--- config.mk ---
export PLATFORM = sky130hd
export DESIGN_NAME = idle_priority_timers
export DESIGN_NICKNAME = d
export VERILOG_FILES = /design/src/verilog/idle_priority_pkg.sv /design/src/verilog/raise_timer.sv /design/src/verilog/idle_priority_timers.sv
export VERILOG_INCLUDE_DIRS = /design/src /design/src/verilog
export SDC_FILE = /design/constraint.sdc
export NUM_CORES = 1
export LEC_CHECK = 0
export BUFFER_PORTS_ARGS = -buffer_cell sky130_fd_sc_hd__buf_2
export CAP_MARGIN = 25
export CORE_MARGIN = 2
export CORE_UTILIZATION = 25
export CTS_CLUSTER_DIAMETER = 200
export CTS_CLUSTER_SIZE = 25
export DETAILED_ROUTE_END_ITERATION = 7
export HOLD_SLACK_MARGIN = 0.12
export MAX_ROUTING_LAYER = met4
export PLACE_DENSITY = 0.44
export SETUP_SLACK_MARGIN = 0.4
export SLEW_MARGIN = 10
export SYNTH_ARGS = -nofsm -noshare
export SYNTH_HDL_FRONTEND = slang
export SYNTH_SLANG_ARGS = --single-unit
--- constraint.sdc ---
create_clock -name pclk -period 4.65 [get_ports pclk]
set_input_delay 0.2325 -clock pclk [delete_from_list [all_inputs] [get_ports pclk]]
set_output_delay 0.2325 -clock pclk [all_outputs]
set_load 0.1 [all_outputs]
--- src/verilog/idle_priority_defines.svh ---
// Register offsets, field positions, reset values and timing codes for the idle and priority timers.
// Included by the design modules; holds definitions only.
`ifndef IDLE_PRIORITY_DEFINES_SVH
`define IDLE_PRIORITY_DEFINES_SVH
`define POWER_MGMT_CONTROL_OFFSET 12'h000
`define PRIORITY_RAISE_CONFIG_OFFSET 12'h004
`define POWER_MGMT_CONTROL_MASK 32'h0000_F7F0
`define PRIORITY_RAISE_CONFIG_MASK 32'h00FF_FFFF
`define POWER_MGMT_CONTROL_RESET 32'h0000_0000
`define PRIORITY_RAISE_CONFIG_RESET 32'h00FF_FFFF
`define SELF_REFRESH_TIMER_LSB 4
`define POWER_DOWN_TIMER_LSB 12
`define POWER_DOWN_TIMER_RESET 4'h0
`define LOW_POWER_SELECT_RESET 3'h0
`define SELF_REFRESH_TIMER_RESET 4'h0
`define RAISE_INTERVAL_RESET 8'hFF
`define LP_SEL_LSB 8
`define CLASS1_LSB 16
`define CLASS2_LSB 8
`define OLDEST_LSB 0
`define LP_SELF_REFRESH 3'h2
`define LP_POWER_DOWN 3'h4
`define RAISE_SCALE 4
`define IDLE_CODE10_CLOCKS 19'h022D0
`endif

--- src/verilog/idle_priority_pkg.sv ---
// Types shared by the idle and priority timer design.
// Assumes the defines header sits on the include path.
package idle_priority_pkg;
	typedef enum logic [1:0] {
		sr_active,
		sr_counting,
		sr_in_self_refresh
	} sr_state_e;
	typedef logic [18:0] idle_count_t;
	typedef logic [11:0] raise_count_t;
endpackage : idle_priority_pkg

--- src/verilog/raise_timer.sv ---
// One periodic priority raise timer: pulses every interval*16 clocks.
// Assumes the interval is stable or that a change may restart the count.
`timescale 1ns/1ps
`include "idle_priority_defines.svh"
module raise_timer
	import idle_priority_pkg::*;
(
	input wire logic pclk,
	input wire logic presetn,
	input wire logic [7:0] interval,
	output logic raise
);
	raise_count_t count;
	raise_count_t limit;
	assign limit = {interval, 4'h0};
	always_ff @(posedge pclk or negedge presetn) begin
		if (!presetn) begin
			count <= 12'h000;
			raise <= 1'b0;
		end else if (limit == 12'h000) begin
			count <= 12'h000;
			raise <= 1'b0;
		end else if (count >= limit - 12'h001) begin
			count <= 12'h000;
			raise <= 1'b1;
		end else begin
			count <= count + 12'h001;
			raise <= 1'b0;
		end
	end
endmodule : raise_timer

--- src/verilog/idle_priority_timers.sv ---
// APB register slave with self-refresh idle timer and three priority raise timers.
// Assumes APB master in pclk domain; controller_idle is a level from the controller core.
`timescale 1ns/1ps
`include "idle_priority_defines.svh"
module idle_priority_timers
	import idle_priority_pkg::*;
(
	input wire logic pclk,
	input wire logic presetn,
	input wire logic psel,
	input wire logic penable,
	input wire logic pwrite,
	input wire logic [11:0] paddr,
	input wire logic [31:0] pwdata,
	input wire logic [3:0] pstrb,
	output logic [31:0] prdata,
	output logic pready,
	output logic pslverr,
	input wire logic controller_idle,
	output logic self_refresh_req,
	output logic power_down_sel,
	output logic class1_raise,
	output logic class2_raise,
	output logic oldest_raise
);
	logic [31:0] power_mgmt_control;
	logic [31:0] priority_raise_config;
	logic [3:0] self_refresh_idle_timer;
	logic [2:0] low_power_select;
	logic [7:0] class1_raise_interval;
	logic [7:0] class2_raise_interval;
	logic [7:0] oldest_raise_interval;
	logic wr_en;
	logic rd_en;
	logic hit_pm;
	logic hit_pr;
	logic sr_selected;
	idle_count_t idle_count;
	idle_count_t idle_limit;
	sr_state_e sr_state;
	sr_state_e next_sr_state;
	logic [3:0] power_down_timer;
	logic [31:0] pm_merged;
	logic [31:0] pr_merged;
	logic pm_write;
	logic pr_write;
	logic setup_read;
	idle_count_t idle_target;

	// Decode a self-refresh idle code into a clock count
	function automatic idle_count_t idle_clocks(input logic [3:0] code);
		idle_count_t result;
		result = 19'h00000;
		if (code == 4'hA) begin
			result = `IDLE_CODE10_CLOCKS;
		end else if (code != 4'h0) begin
			result = idle_count_t'(19'h00008 << code);
		end
		return result;
	endfunction : idle_clocks

	// Apply byte strobes and a writable mask to a register
	function automatic logic [31:0] merge_write(input logic [31:0] old, input logic [31:0] data,
		input logic [3:0] strb, input logic [31:0] mask);
		logic [31:0] result;
		result = old;
		for (int i = 0; i < 4; i++) begin
			if (strb[i]) begin
				result[i*8 +: 8] = data[i*8 +: 8];
			end
		end
		return result & mask;
	endfunction : merge_write

	// True when the address selects the given register offset
	function automatic logic offset_hit(input logic [11:0] addr, input logic [11:0] offset);
		return addr == offset;
	endfunction : offset_hit

	// Build the power control image from its stored fields
	function automatic logic [31:0] pm_image(
		input logic [3:0] pd,
		input logic [2:0] lp,
		input logic [3:0] sr
	);
		logic [31:0] result;
		result = 32'h0000_0000;
		result[`POWER_DOWN_TIMER_LSB +: 4] = pd;
		result[`LP_SEL_LSB +: 3] = lp;
		result[`SELF_REFRESH_TIMER_LSB +: 4] = sr;
		return result & `POWER_MGMT_CONTROL_MASK;
	endfunction : pm_image

	// Build the priority config image from its three intervals
	function automatic logic [31:0] pr_image(
		input logic [7:0] c1,
		input logic [7:0] c2,
		input logic [7:0] old
	);
		logic [31:0] result;
		result = 32'h0000_0000;
		result[`CLASS1_LSB +: 8] = c1;
		result[`CLASS2_LSB +: 8] = c2;
		result[`OLDEST_LSB +: 8] = old;
		return result & `PRIORITY_RAISE_CONFIG_MASK;
	endfunction : pr_image

	// Select the read image of the addressed register
	function automatic logic [31:0] read_image(
		input logic pm,
		input logic pr,
		input logic [31:0] pm_val,
		input logic [31:0] pr_val
	);
		logic [31:0] result;
		result = 32'h0000_0000;
		if (pm) begin
			result = pm_val;
		end else if (pr) begin
			result = pr_val;
		end
		return result;
	endfunction : read_image

	// True once the idle count covers the coded delay
	function automatic logic idle_done(
		input idle_count_t count,
		input idle_count_t limit
	);
		logic result;
		result = 1'b0;
		if (limit == 19'h00000) begin
			result = 1'b1;
		end else if (count >= limit - 19'h00001) begin
			result = 1'b1;
		end
		return result;
	endfunction : idle_done

	// Register access decode
	assign hit_pm = offset_hit(paddr, `POWER_MGMT_CONTROL_OFFSET);
	assign hit_pr = offset_hit(paddr, `PRIORITY_RAISE_CONFIG_OFFSET);
	assign wr_en = psel && penable && pwrite;
	assign rd_en = psel && !pwrite;
	assign setup_read = rd_en && !penable;
	assign pm_write = wr_en && hit_pm;
	assign pr_write = wr_en && hit_pr;
	assign pready = 1'b1;
	assign pslverr = psel && penable && !(hit_pm || hit_pr);

	// Register images and merged write values
	assign power_mgmt_control = pm_image(power_down_timer, low_power_select, self_refresh_idle_timer);
	assign priority_raise_config = pr_image(class1_raise_interval, class2_raise_interval,
		oldest_raise_interval);
	assign pm_merged = merge_write(power_mgmt_control, pwdata, pstrb, `POWER_MGMT_CONTROL_MASK);
	assign pr_merged = merge_write(priority_raise_config, pwdata, pstrb, `PRIORITY_RAISE_CONFIG_MASK);

	// Power-down delay code, kept for software only
	always_ff @(posedge pclk or negedge presetn) begin
		if (!presetn) begin
			power_down_timer <= `POWER_DOWN_TIMER_RESET;
		end else if (pm_write) begin
			power_down_timer <= pm_merged[`POWER_DOWN_TIMER_LSB +: 4];
		end
	end

	// Low-power select
	always_ff @(posedge pclk or negedge presetn) begin
		if (!presetn) begin
			low_power_select <= `LOW_POWER_SELECT_RESET;
		end else if (pm_write) begin
			low_power_select <= pm_merged[`LP_SEL_LSB +: 3];
		end
	end

	// Self-refresh idle code
	always_ff @(posedge pclk or negedge presetn) begin
		if (!presetn) begin
			self_refresh_idle_timer <= `SELF_REFRESH_TIMER_RESET;
		end else if (pm_write) begin
			self_refresh_idle_timer <= pm_merged[`SELF_REFRESH_TIMER_LSB +: 4];
		end
	end

	// Class-1 interval
	always_ff @(posedge pclk or negedge presetn) begin
		if (!presetn) begin
			class1_raise_interval <= `RAISE_INTERVAL_RESET;
		end else if (pr_write) begin
			class1_raise_interval <= pr_merged[`CLASS1_LSB +: 8];
		end
	end

	// Class-2 interval
	always_ff @(posedge pclk or negedge presetn) begin
		if (!presetn) begin
			class2_raise_interval <= `RAISE_INTERVAL_RESET;
		end else if (pr_write) begin
			class2_raise_interval <= pr_merged[`CLASS2_LSB +: 8];
		end
	end

	// Oldest-command interval
	always_ff @(posedge pclk or negedge presetn) begin
		if (!presetn) begin
			oldest_raise_interval <= `RAISE_INTERVAL_RESET;
		end else if (pr_write) begin
			oldest_raise_interval <= pr_merged[`OLDEST_LSB +: 8];
		end
	end

	// Read data, loaded in the setup cycle
	always_ff @(posedge pclk or negedge presetn) begin
		if (!presetn) begin
			prdata <= 32'h0000_0000;
		end else if (setup_read) begin
			prdata <= read_image(hit_pm, hit_pr, power_mgmt_control, priority_raise_config);
		end
	end

	assign sr_selected = (low_power_select == `LP_SELF_REFRESH);
	assign idle_limit = idle_clocks(self_refresh_idle_timer);

	always_comb begin
		next_sr_state = sr_state;
		case (sr_state)
			sr_active: begin
				if (sr_selected && controller_idle) begin
					next_sr_state = (idle_limit == 19'h00000) ? sr_in_self_refresh : sr_counting;
				end
			end
			sr_counting: begin
				if (!sr_selected || !controller_idle) begin
					next_sr_state = sr_active;
				end else if (idle_done(idle_count, idle_target)) begin
					next_sr_state = sr_in_self_refresh;
				end
			end
			sr_in_self_refresh: begin
				if (!sr_selected || !controller_idle) begin
					next_sr_state = sr_active;
				end
			end
			default: begin
				next_sr_state = sr_active;
			end
		endcase
	end

	always_ff @(posedge pclk or negedge presetn) begin
		if (!presetn) begin
			sr_state <= sr_active;
		end else begin
			sr_state <= next_sr_state;
		end
	end

	always_ff @(posedge pclk or negedge presetn) begin
		if (!presetn) begin
			idle_count <= 19'h00000;
		end else if (sr_state == sr_counting && next_sr_state == sr_counting) begin
			idle_count <= idle_count + 19'h00001;
		end else begin
			idle_count <= 19'h00001;
		end
	end

	// Delay captured when counting starts, so a code change cannot strand the count
	always_ff @(posedge pclk or negedge presetn) begin
		if (!presetn) begin
			idle_target <= 19'h00000;
		end else if (sr_state != sr_counting) begin
			idle_target <= idle_limit;
		end
	end

	always_ff @(posedge pclk or negedge presetn) begin
		if (!presetn) begin
			self_refresh_req <= 1'b0;
		end else begin
			self_refresh_req <= (next_sr_state == sr_in_self_refresh);
		end
	end

	always_ff @(posedge pclk or negedge presetn) begin
		if (!presetn) begin
			power_down_sel <= 1'b0;
		end else begin
			power_down_sel <= (low_power_select == `LP_POWER_DOWN);
		end
	end

	raise_timer u_class1 (
		.pclk(pclk),
		.presetn(presetn),
		.interval(class1_raise_interval),
		.raise(class1_raise)
	);

	raise_timer u_class2 (
		.pclk(pclk),
		.presetn(presetn),
		.interval(class2_raise_interval),
		.raise(class2_raise)
	);

	raise_timer u_oldest (
		.pclk(pclk),
		.presetn(presetn),
		.interval(oldest_raise_interval),
		.raise(oldest_raise)
	);
endmodule : idle_priority_timers

==> results of run 1 <==
[routing by layer]
layer | vias up | track usage | wire (µm)
met5 | - | - | 0
met4 | 0 | 0.0372 | 205
met3 | 12 | 0.0267 | 659
met2 | 75 | 0.192 | 8140
met1 | 2643 | 0.160 | 8620
li1 | 2757 | - | -
[report_power, final]
| part | switching, mW | internal (mW) | leakage (nW) |
|---|---|---|---|
| Sequential | 0.00918 | 1.21 | 1.80 |
| Combinational | 0.208 | 0.0530 | 2.34 |
| Clock | 0.564 | 0.851 | 0.285 |
[final cells by class]
| type | instances | area [µm²] | share of cell area |
|---|---|---|---|
| antenna | 1 | 2.50 | 0.000275 |
| clock buffer | 19 | 433 | 0.0476 |
| sequential | 137 | 3460 | 0.380 |
| clock inverter | 13 | 170 | 0.0187 |
| inverter | 18 | 67.6 | 0.00743 |
| timing repair buffer | 106 | 699 | 0.0769 |
| multi-input combinational | 556 | 3770 | 0.415 |
| tap | 390 | 488 | 0.0537 |
[worst reg2reg max path: cells and delay by family (launching register included)]
kind	cells	cell delay (ns)
XOR/XNOR	1	0.16
AND/OR/NAND/NOR	8	1.93
flip-flops	1	0.43
adder cells (fa/ha/maj)	1	0.29
AO/OA/AOI/OAI	1	0.41
[per-stage QoR]
step	total power [mW]	instances
4_1_cts	2.93	1238
3_3_place_gp	1.48	1181
5_1_grt	3.00	1240
6_report	2.89	1240
2_1_floorplan	1.41	745
3_5_place_dp	1.49	1181
[cells by family after synthesis]
group,Yosys count
AND/OR/NAND/NOR,318
multiplexers,35
flip-flops,137
XOR/XNOR,80
AO/OA/AOI/OAI,66
adder cells (fa/ha/maj),48
other,2
buffers and inverters,52
[state kept, by name, indices dropped and copies added, names as in the netlist, 2 cells and up]
| signal | cells |
|---|---|
| class1_raise_interval | 8 |
| class2_raise_interval | 8 |
| idle_count | 19 |
| idle_target | 16 |
| low_power_select | 3 |
| oldest_raise_interval | 8 |
| power_down_timer | 4 |
| prdata | 24 |
| self_refresh_idle_timer | 4 |
| sr_state | 2 |
| u_class1.count | 12 |
| u_class2.count | 12 |
| u_oldest.count | 12 |
[synthesized netlist by cell type (all sizes together), types with 2 or more instances]
| cell type | n | area share |
|---|---|---|
| a21o | 5 | 0.0050 |
| buf | 17 | 0.016 |
| a221oi | 11 | 0.013 |
| a21oi | 15 | 0.011 |
| nand2 | 74 | 0.037 |
| o21ba | 2 | 0.0027 |
| clkbuf | 17 | 0.0086 |
| or3 | 3 | 0.0027 |
| o21ai | 13 | 0.0087 |
| dfrtp | 113 | 0.38 |
| nor2 | 91 | 0.046 |
| o31ai | 4 | 0.0040 |
| nand2b | 4 | 0.0034 |
| mux2 | 35 | 0.053 |
| and3 | 22 | 0.018 |
| a31oi | 3 | 0.0025 |
| nand3b | 4 | 0.0057 |
| xor2 | 38 | 0.045 |
| a211o | 3 | 0.0035 |
| dfstp | 24 | 0.085 |
| nor3 | 36 | 0.024 |
| nand4 | 7 | 0.0059 |
| inv | 18 | 0.0091 |
| nor4 | 10 | 0.010 |
| or4 | 5 | 0.0055 |
| nor3b | 3 | 0.0030 |
| ha | 48 | 0.081 |
| a22o | 4 | 0.0047 |
| conb | 2 | 0.0010 |
| xnor2 | 42 | 0.049 |
| and4 | 6 | 0.0071 |
| nand3 | 40 | 0.028 |
| nor2b | 10 | 0.0084 |
[worst max-delay path by stage]
stage | depth (start not counted) | startpoint | to | slack [ns]
floorplan | 12 | idle_target[8] | idle_count[10] | 1.63
global placement | 11 | idle_target[7] | idle_count[0] | 1.28
CTS | 11 | idle_target[8] | idle_count[0] | 1.28
global route | 11 | idle_target[8] | idle_count[0] | 1.06
detailed placement | 11 | idle_target[8] | idle_count[0] | 1.28
finish | 11 | idle_target[8] | idle_count[0] | 1.31
[timing repair]
| action | 4_1_cts | 5_1_grt |
|---|---|---|
| hold buffers | 25 | 0 |
| setup buffers | 0 | 0 |
| hold endpoints to repair | 114 | 0 |
==> impl_metrics.py, run 1 <==
metrics = {
    "sta": {
        "finalMaxSlewViolations": 0,
        "relSlewSlack": 0.271,
        "period_needed_ns": 3.34,
        "layout_setup_ws_ns": 1.31,
        "setup_violations": 0,
        "finalCritPeriodShare": 0.717,
        "setup_tns_ns": 0,
        "holdWs_ns": 0.199,
        "rsz0062_at_grt": "no",
        "tightest_slew_ns": 1.08,
        "fmax_ghz": 0.300,
        "skew_ns": 0.0129,
        "hold_viol_final": 0,
    },
    "final_layout": {
        "final_cell_mix": "113 x dfrtp_1, 90 x nor2_1, 74 x nand2_1",
        "fin_area_mm2": 0.00909,
        "final_nets": 938,
        "fillers": 3169,
        "post-route-util": 0.308,
        "drive_gt1_frac": 0.214,
        "syn_to_final_growth_pct": 22.1,
        "final_common_cell": "dfrtp_1",
    },
    "setup_path": {
        "rrSetupSlack_ns": 1.31,
        "cp_top_family": "simple AND/OR/NAND/NOR gates",
        "critPathKind": "reg2reg",
        "rr_endpoint": "idle_count[0]",
        "reg2reg_depth": 11,
        "cp.required_ns": 4.95,
        "crit_arrival_ns": 3.64,
        "path_cells": "nor4_4, nand3b_1, nor2b_1, nand3_1, xor2_1, ha_1, nand3_1, nor3_1, a2111oi_4, nand3b_4, or3_2",
        "worstReg2RegStart": "idle_target[8]",
        "slowest_stage": "or3_2",
        "cpPeakStageDelay_ns": 0.48,
        "path_common_cell": "nand3_1",
        "cp-start-kind": "flip-flop",
        "crit_path_max_fanout": 19,
        "cp_num_buf_inv": 0,
        "cp-end-kind": "flip-flop",
    },
    "synthesis": {
        "synth_edf_count": 0,
        "synthMuxAreaShare": 0.0529,
        "ys_seq_elements": 137,
        "synth_ff_type": "dfrtp_1",
        "synth_fa_ha_area_frac": 0.0806,
        "synth_top_family_by_area": "simple AND/OR/NAND/NOR gates",
        "synth-compound-area-share": 0.0643,
        "yosysWarnings": 0,
        "seq_area_frac_synth": 0.464,
        "yosys.area_share.simple": 0.209,
        "netlist_instances": 738,
        "synthXorXnorAreaFrac": 0.0941,
        "synthDistinctLibCells": 52,
        "async_reset_ff_frac": 1.00,
        "avgSynthCellArea_um2": 10.1,
        "syn-cell-area_mm2": 0.00745,
    },
    "power_and_ir_drop": {
        "power_density_mw_per_mm2": 318,
        "irDropWorstVdd_mv": 0.171,
        "p_leak_nw": 4.43,
    },
    "floorplanning": {
        "ioPinCount": 93,
        "die_area_mm2": 0.0312,
        "initial_core_util": 0.253,
        "die_y_um": 177,
        "core_mm2": 0.0295,
        "rows": 63,
        "die_w_um": 177,
    },
    "route": {
        "drc_errors": 0,
        "wl_per_cell_um": 14.2,
        "ant_nets": 0,
        "drt-pass1-iter-count": 4,
        "wl_um": 17600,
        "routed_via_density": 4.43,
        "drt-initial-drc-count": 216,
        "vias": 5487,
    },
    "global_route": {
        "grt_use_total": 0.123,
        "grt_pass1_vias": 5538,
        "grt_max_degree": 97,
        "antenna_found_initial": 1,
        "overflow": 0,
        "grt_pass1_wl_um": 29200,
    },
    "cts": {
        "cts_root_buf": "clkbuf_16",
        "clkSinkCount": 137,
        "numCtsBuffers": 17,
        "clk_pin_slew_ns": 0.06,
        "clkLatencyLatePin_ns": 0.43,
        "max-clock-path-buffers": 2,
        "htreeDepth": 4,
        "post_cts_resized": 0,
        "tritoncts": "yes",
    },
    "place": {
        "gp_congestion": 0.729,
        "dpl_cell_area_mm2": 0.00821,
        "portBuffers": 74,
        "hpwl_um": 12400,
        "preCtsSetupSlack_ns": 1.28,
    },
    "min_path": {
        "hp-start": "pwrite",
        "min_to": "prdata[19]",
        "holdPathStages": 4,
        "hp-class": "in2reg",
    },
    "status": {
        "status": "completed",
    },
    "job": {
        "cap_violations": 0,
    },
}
Power figures use the tool's default switching activity.
==> run 2: changes to the inputs <==
- PLACE_DENSITY: 0.44 -> 0.45
- clock period: 4.65 -> 2.87 ns (I/O delays scaled with it)
==> run 2 against run 1 <==
The run now ends with setup timing left. Total power is 57% higher. Global-route usage is 0.65 points higher. Sequential power is 61% higher. Clock-buffer cell count is 2 higher. Clock skew is 0.0047 ns lower. Largest cell class unchanged.
==> impl_metrics.py, run 2 (synthesized netlist as in run 1, its figures left out) <==
metrics = {
    "status": {
        "status": "finished, violations left",
        "violations": "setup timing",
    },
    "final_layout": {
        "antenna_cells_inserted": 0,
        "final_cell_mix": "113 x dfrtp_1, 73 x buf_2, 70 x nand2_1",
        "regArea_mm2": 0.00346,
        "fin_area_mm2": 0.00984,
        "final_common_cell": "dfrtp_1",
        "drive_gt1_frac": 0.337,
        "top_regs": "prdata: 24 flops, idle_count: 19 flops, idle_target: 16 flops",
        "largest_reg_flops": 24,
        "fillers": 3046,
        "final_nets": 978,
        "top_register": "prdata",
        "syn_to_final_growth_pct": 32.2,
        "multi_input_area_mm2": 0.00426,
    },
    "global_route": {
        "grt_use_total": 0.130,
        "antenna_found_initial": 0,
        "grt_max_degree": 67,
        "overflow": 0,
        "grt_pass1_wl_um": 30900,
        "grt_pass1_vias": 5862,
    },
    "setup_path": {
        "critPathKind": "reg2reg",
        "crit_arrival_ns": 3.20,
        "crit_path_max_fanout": 4,
        "cp.required_ns": 3.17,
        "cp-end-kind": "flip-flop",
        "cp-start-kind": "flip-flop",
    },
    "sta": {
        "relSlewSlack": 0.438,
        "setup_violations": 4,
        "holdWs_ns": 0.276,
        "skew_ns": 0.00817,
        "finalCritPeriodShare": 1.01,
        "finalMaxSlewViolations": 0,
        "period_needed_ns": 2.90,
        "hold_viol_final": 0,
        "rsz0062_at_grt": "yes",
        "fmax_ghz": 0.344,
        "layout_setup_ws_ns": -0.0328,
        "tightest_slew_ns": 0.832,
    },
    "route": {
        "dr.max_layer_used": "met4",
        "vias": 5727,
        "routed_via_density": 4.48,
        "drt-pass1-iter-count": 4,
        "drc_errors": 0,
        "met2_wirelength_um": 9550,
        "ant_nets": 0,
        "wl_per_cell_um": 14.9,
        "wl_met3_um": 343,
        "drt-met1-wl_um": 8920,
        "drt-initial-drc-count": 161,
        "wl_um": 19000,
    },
    "floorplanning": {
        "initial_core_util": 0.253,
        "ioPinCount": 93,
        "rows": 63,
        "die_w_um": 177,
        "die_y_um": 177,
        "die_area_mm2": 0.0312,
        "core_mm2": 0.0295,
    },
    "place": {
        "gp_congestion": 0.769,
        "dpl_cell_area_mm2": 0.00841,
        "hpwl_um": 13200,
        "portBuffers": 74,
    },
    "cts": {
        "clk_pin_slew_ns": 0.06,
        "clkSinkCount": 137,
        "max-clock-path-buffers": 2,
        "clkLatencyLatePin_ns": 0.42,
        "cts_root_buf": "clkbuf_16",
        "numCtsBuffers": 17,
        "htreeDepth": 4,
        "tritoncts": "yes",
    },
    "power_and_ir_drop": {
        "irDropWorstVdd_mv": 0.364,
        "p_leak_nw": 4.75,
        "power_density_mw_per_mm2": 463,
    },
    "min_path": {
        "hp-class": "in2reg",
    },
    "job": {
        "cap_violations": 0,
    },
}
[run 2: cell count changes in the layout (fill, tap and decap cells not counted), moves of 5 or more]
cell | before | now
buf_6 | 1 | 6
nor2_1 | 90 | 66
ha_1 | 48 | 42
nor2_4 | 0 | 11
buf_4 | 6 | 38
nor2_2 | 1 | 14
nor3_1 | 36 | 18
nor4_1 | 9 | 4
nor3_2 | 0 | 17
[run 2: power breakdown]
part / internal, mW / switching (mW)
registers: 1.96 / 0.0147
clock network: 1.30 / 0.856
logic: 0.0854 / 0.340
[run 2: what timing repair did]
item / in CTS / in global routing
resized for setup: 40 / 60
hold buffers: 25 / 0
setup endpoints to repair: 58 / 59
pin swaps: 13 / 41
buffers inserted: 10 / 10
cloned: 4 / 0
endpoints found under the hold margin: 87 / 0
[run 2: critical path, stage by stage, from the launching register on]
cell	delay (ns)
dfrtp_1	0.41
nor4_4	0.34
nand3b_1	0.17
nor2b_2	0.17
buf_4	0.14
nand2_2	0.04
xor2_1	0.14
ha_1	0.34
nand2_2	0.09
nor3_4	0.05
a2111oi_4	0.39
nand3b_4	0.14
or3_4	0.34
[run 2: area by class of cell]
class                           instances  area share
Multi-Input combinational cell        558       0.433
Timing Repair Buffer                  144       0.101
Tap cell                              390      0.0496
Clock inverter                         11      0.0125
Inverter                               18     0.00686
Sequential cell                       137       0.351
Clock buffer                           21      0.0458
[run 2: path summary, 6_finish.rpt]
kind | start | end | slack, ns | depth (start not counted)
setup reg to reg | idle_target[8] | idle_count[0] | -0.03 | 12
max in group asynchronous | presetn | class1_raise_interval[6] | 1.66 | 3
hold reg to reg | prdata[22] | prdata[22] | 0.46 | 2
setup / recovery | idle_target[8] | idle_count[0] | -0.03 | 12
hold / removal | paddr[2] | prdata[17] | 0.28 | 6
min in group asynchronous | presetn | u_oldest.count[5] | 0.31 | 2
[run 2: routing by layer]
layer,vias up,global-route usage
met5,-,-
met4,0,0.0393
met3,19,0.0200
met2,66,0.219
met1,2806,0.160
li1,2836,-
[run 2: through the flow]
step	cells	power, mW	setup TNS, ns	utilization	worst slack, ns
finish	1279	4.56	-0.0413	0.334	-0.0328
global route	1279	4.73	-2.28	0.334	-0.144
CTS	1269	4.63	0	0.322	0.0237
detailed placement	1198	2.41	0	0.285	0.0253
global placement	1198	2.41	0	0.285	0.0759
floorplan	745	2.29	0	-	0.0673
==> run 3: changes to the inputs <==
- CELL_PAD_IN_SITES_DETAIL_PLACEMENT: not set -> 0
- CELL_PAD_IN_SITES_GLOBAL_PLACEMENT: not set -> 1
- CORE_UTILIZATION: 25 -> 41
- PLACE_DENSITY: 0.45 -> 0.79
- SKIP_CTS_REPAIR_TIMING: not set -> 1
==> run 3 against run 2 <==
Via count shrank 1.5%. The run still ends with setup timing left. Non-clock buffer count is 19 lower. Hold slack lost 0.13 ns.
==> impl_metrics.py, run 3 (synthesized netlist as in run 1, its figures left out) <==
metrics = {
    "setup_path": {
        "rr_endpoint": "idle_count[0]",
        "cp-startpoint": "idle_target[8]",
        "crit_arrival_ns": 3.23,
        "crit_path_max_fanout": 4,
        "reg2reg_depth": 11,
        "cp-start-kind": "flip-flop",
        "critPathKind": "reg2reg",
        "cp-end-kind": "flip-flop",
        "cp.required_ns": 3.17,
        "rrSetupSlack_ns": -0.06,
        "worstReg2RegStart": "idle_target[8]",
    },
    "global_route": {
        "overflow": 0,
        "use_met2": 0.265,
        "grt_pass1_wl_um": 27500,
        "grt_max_degree": 82,
        "top_usage_layer": "met2",
        "grt_pass1_vias": 5474,
        "grt_use_total": 0.180,
        "globalRouteMet1Util": 0.247,
        "met3_usage": 0.0480,
        "antenna_found_initial": 0,
    },
    "sta": {
        "setup_tns_ns": -0.222,
        "layout_setup_ws_ns": -0.0566,
        "rsz0062_at_grt": "yes",
        "finalCritPeriodShare": 1.02,
        "skew_ns": 0.00678,
        "period_needed_ns": 2.93,
        "fmax_ghz": 0.342,
        "hold_viol_final": 0,
        "relSlewSlack": 0.505,
        "tightest_slew_ns": 0.743,
        "setup_violations": 9,
        "finalMaxSlewViolations": 0,
    },
    "power_and_ir_drop": {
        "clkPwrFrac": 0.477,
        "power_density_mw_per_mm2": 486,
        "irDropWorstVdd_mv": 0.511,
        "pwr-share-comb": 0.092,
        "seqPwrFrac": 0.431,
        "switchingPower_mw": 1.23,
        "power.share.switching": 0.269,
        "p_leak_nw": 4.60,
        "intPower_mw": 3.35,
    },
    "final_layout": {
        "antenna_cells_inserted": 0,
        "final_nets": 959,
        "top_regs": "prdata: 24 flops, idle_count: 19 flops, idle_target: 16 flops",
        "fin_area_mm2": 0.00944,
        "drive_gt1_frac": 0.313,
        "syn_to_final_growth_pct": 26.7,
        "final_common_cell": "dfrtp_1",
        "top_register": "prdata",
        "largest_reg_flops": 24,
        "final_cell_mix": "113 x dfrtp_1, 73 x buf_2, 72 x nand2_1",
        "fillers": 1613,
    },
    "status": {
        "status": "finished, violations left",
        "violations": "setup timing",
    },
    "floorplanning": {
        "ioPinCount": 93,
        "die_area_mm2": 0.0193,
        "die_y_um": 139,
        "core_mm2": 0.0179,
        "initial_core_util": 0.416,
        "rows": 49,
        "die_w_um": 139,
    },
    "route": {
        "wl_per_cell_um": 15.2,
        "drt-initial-drc-count": 253,
        "ant_nets": 0,
        "routed_via_density": 5.13,
        "vias": 5643,
        "wl_um": 16700,
        "drc_errors": 0,
        "drt-pass1-iter-count": 4,
    },
    "min_path": {
        "min_to": "prdata[3]",
        "hp-start": "paddr[2]",
        "holdPathStages": 5,
        "hp-class": "in2reg",
    },
    "place": {
        "gp_congestion": 0.811,
        "portBuffers": 74,
        "preCtsSetupSlack_ns": 0.00994,
        "hpwl_um": 11500,
        "dpl_cell_area_mm2": 0.00819,
    },
    "cts": {
        "numCtsBuffers": 17,
        "clk_pin_slew_ns": 0.06,
        "htreeDepth": 4,
        "tritoncts": "yes",
        "clkLatencyLatePin_ns": 0.43,
        "clkSinkCount": 137,
        "max-clock-path-buffers": 2,
        "cts_root_buf": "clkbuf_16",
    },
    "job": {
        "cap_violations": 0,
    },
}
[run 3: changes by cell type in the layout (fill, tap and decap cells not counted), sizes merged]
cell	delta
clkinv	-5
inv	+3
clkinvlp	+4
buf	-19
clkbuf	-2
[run 3: cell type report]
cell class	instances	area [µm²]	area share
repair buffers	125	867	0.0919
multi-input cells	558	4170	0.442
clock buffers	19	443	0.0469
inverters	18	67.6	0.00716
clock inverters	13	143	0.0151
well taps	229	287	0.0304
flip-flops and latches	137	3460	0.367
[run 3: worst max path at each step]
stage | endpoint | slack [ns]
final | idle_count[0] | -0.06
after global routing | idle_count[7] | -0.20
after CTS | idle_count[3] | -0.04
after detailed placement | idle_count[4] | 0.01
after global placement | idle_count[4] | 0.08
after floorplan | idle_count[0] | 0.07
[run 3: per-layer routing]
metal / up-vias / share of wire
met5: - / 0
met4: 0 / 0.014
met3: 21 / 0.035
met2: 87 / 0.47
met1: 2737 / 0.49
li1: 2798 / -
[run 3: power by group through the flow]
| stage | Sequential (mW) | Clock, mW | Combinational (mW) |
|---|---|---|---|
| global route | 1.98 | 2.31 | 0.448 |
| finish | 1.98 | 2.19 | 0.422 |
| CTS | 1.97 | 2.23 | 0.397 |
| floorplan | 2.19 | 0 | 0.106 |
| detailed placement | 2.01 | 0 | 0.396 |
| global placement | 2.01 | 0 | 0.395 |
[run 3: metrics by stage]
| stage | hold slack (ns) | utilization | instances | power, mW |
|---|---|---|---|---|
| after CTS | -0.223 | 0.490 | 1065 | 4.60 |
| after global routing | 0.163 | 0.527 | 1099 | 4.74 |
| after floorplan | -0.152 | - | 745 | 2.29 |
| after detailed placement | 0.240 | 0.458 | 1033 | 2.41 |
| after global placement | 0.242 | 0.458 | 1033 | 2.40 |
| final | 0.149 | 0.527 | 1099 | 4.58 |
[run 3: critical path: stages (launching register included)]
cell and delay (ns):
dfrtp_1 0.41, nor4_4 0.36, nand3b_1 0.17, nor2b_2 0.18
nand3_1 0.10, xor2_1 0.15, ha_1 0.32, a21oi_2 0.17
nor2b_2 0.07, a2111oi_4 0.41, nand3b_4 0.14, or3_4 0.33
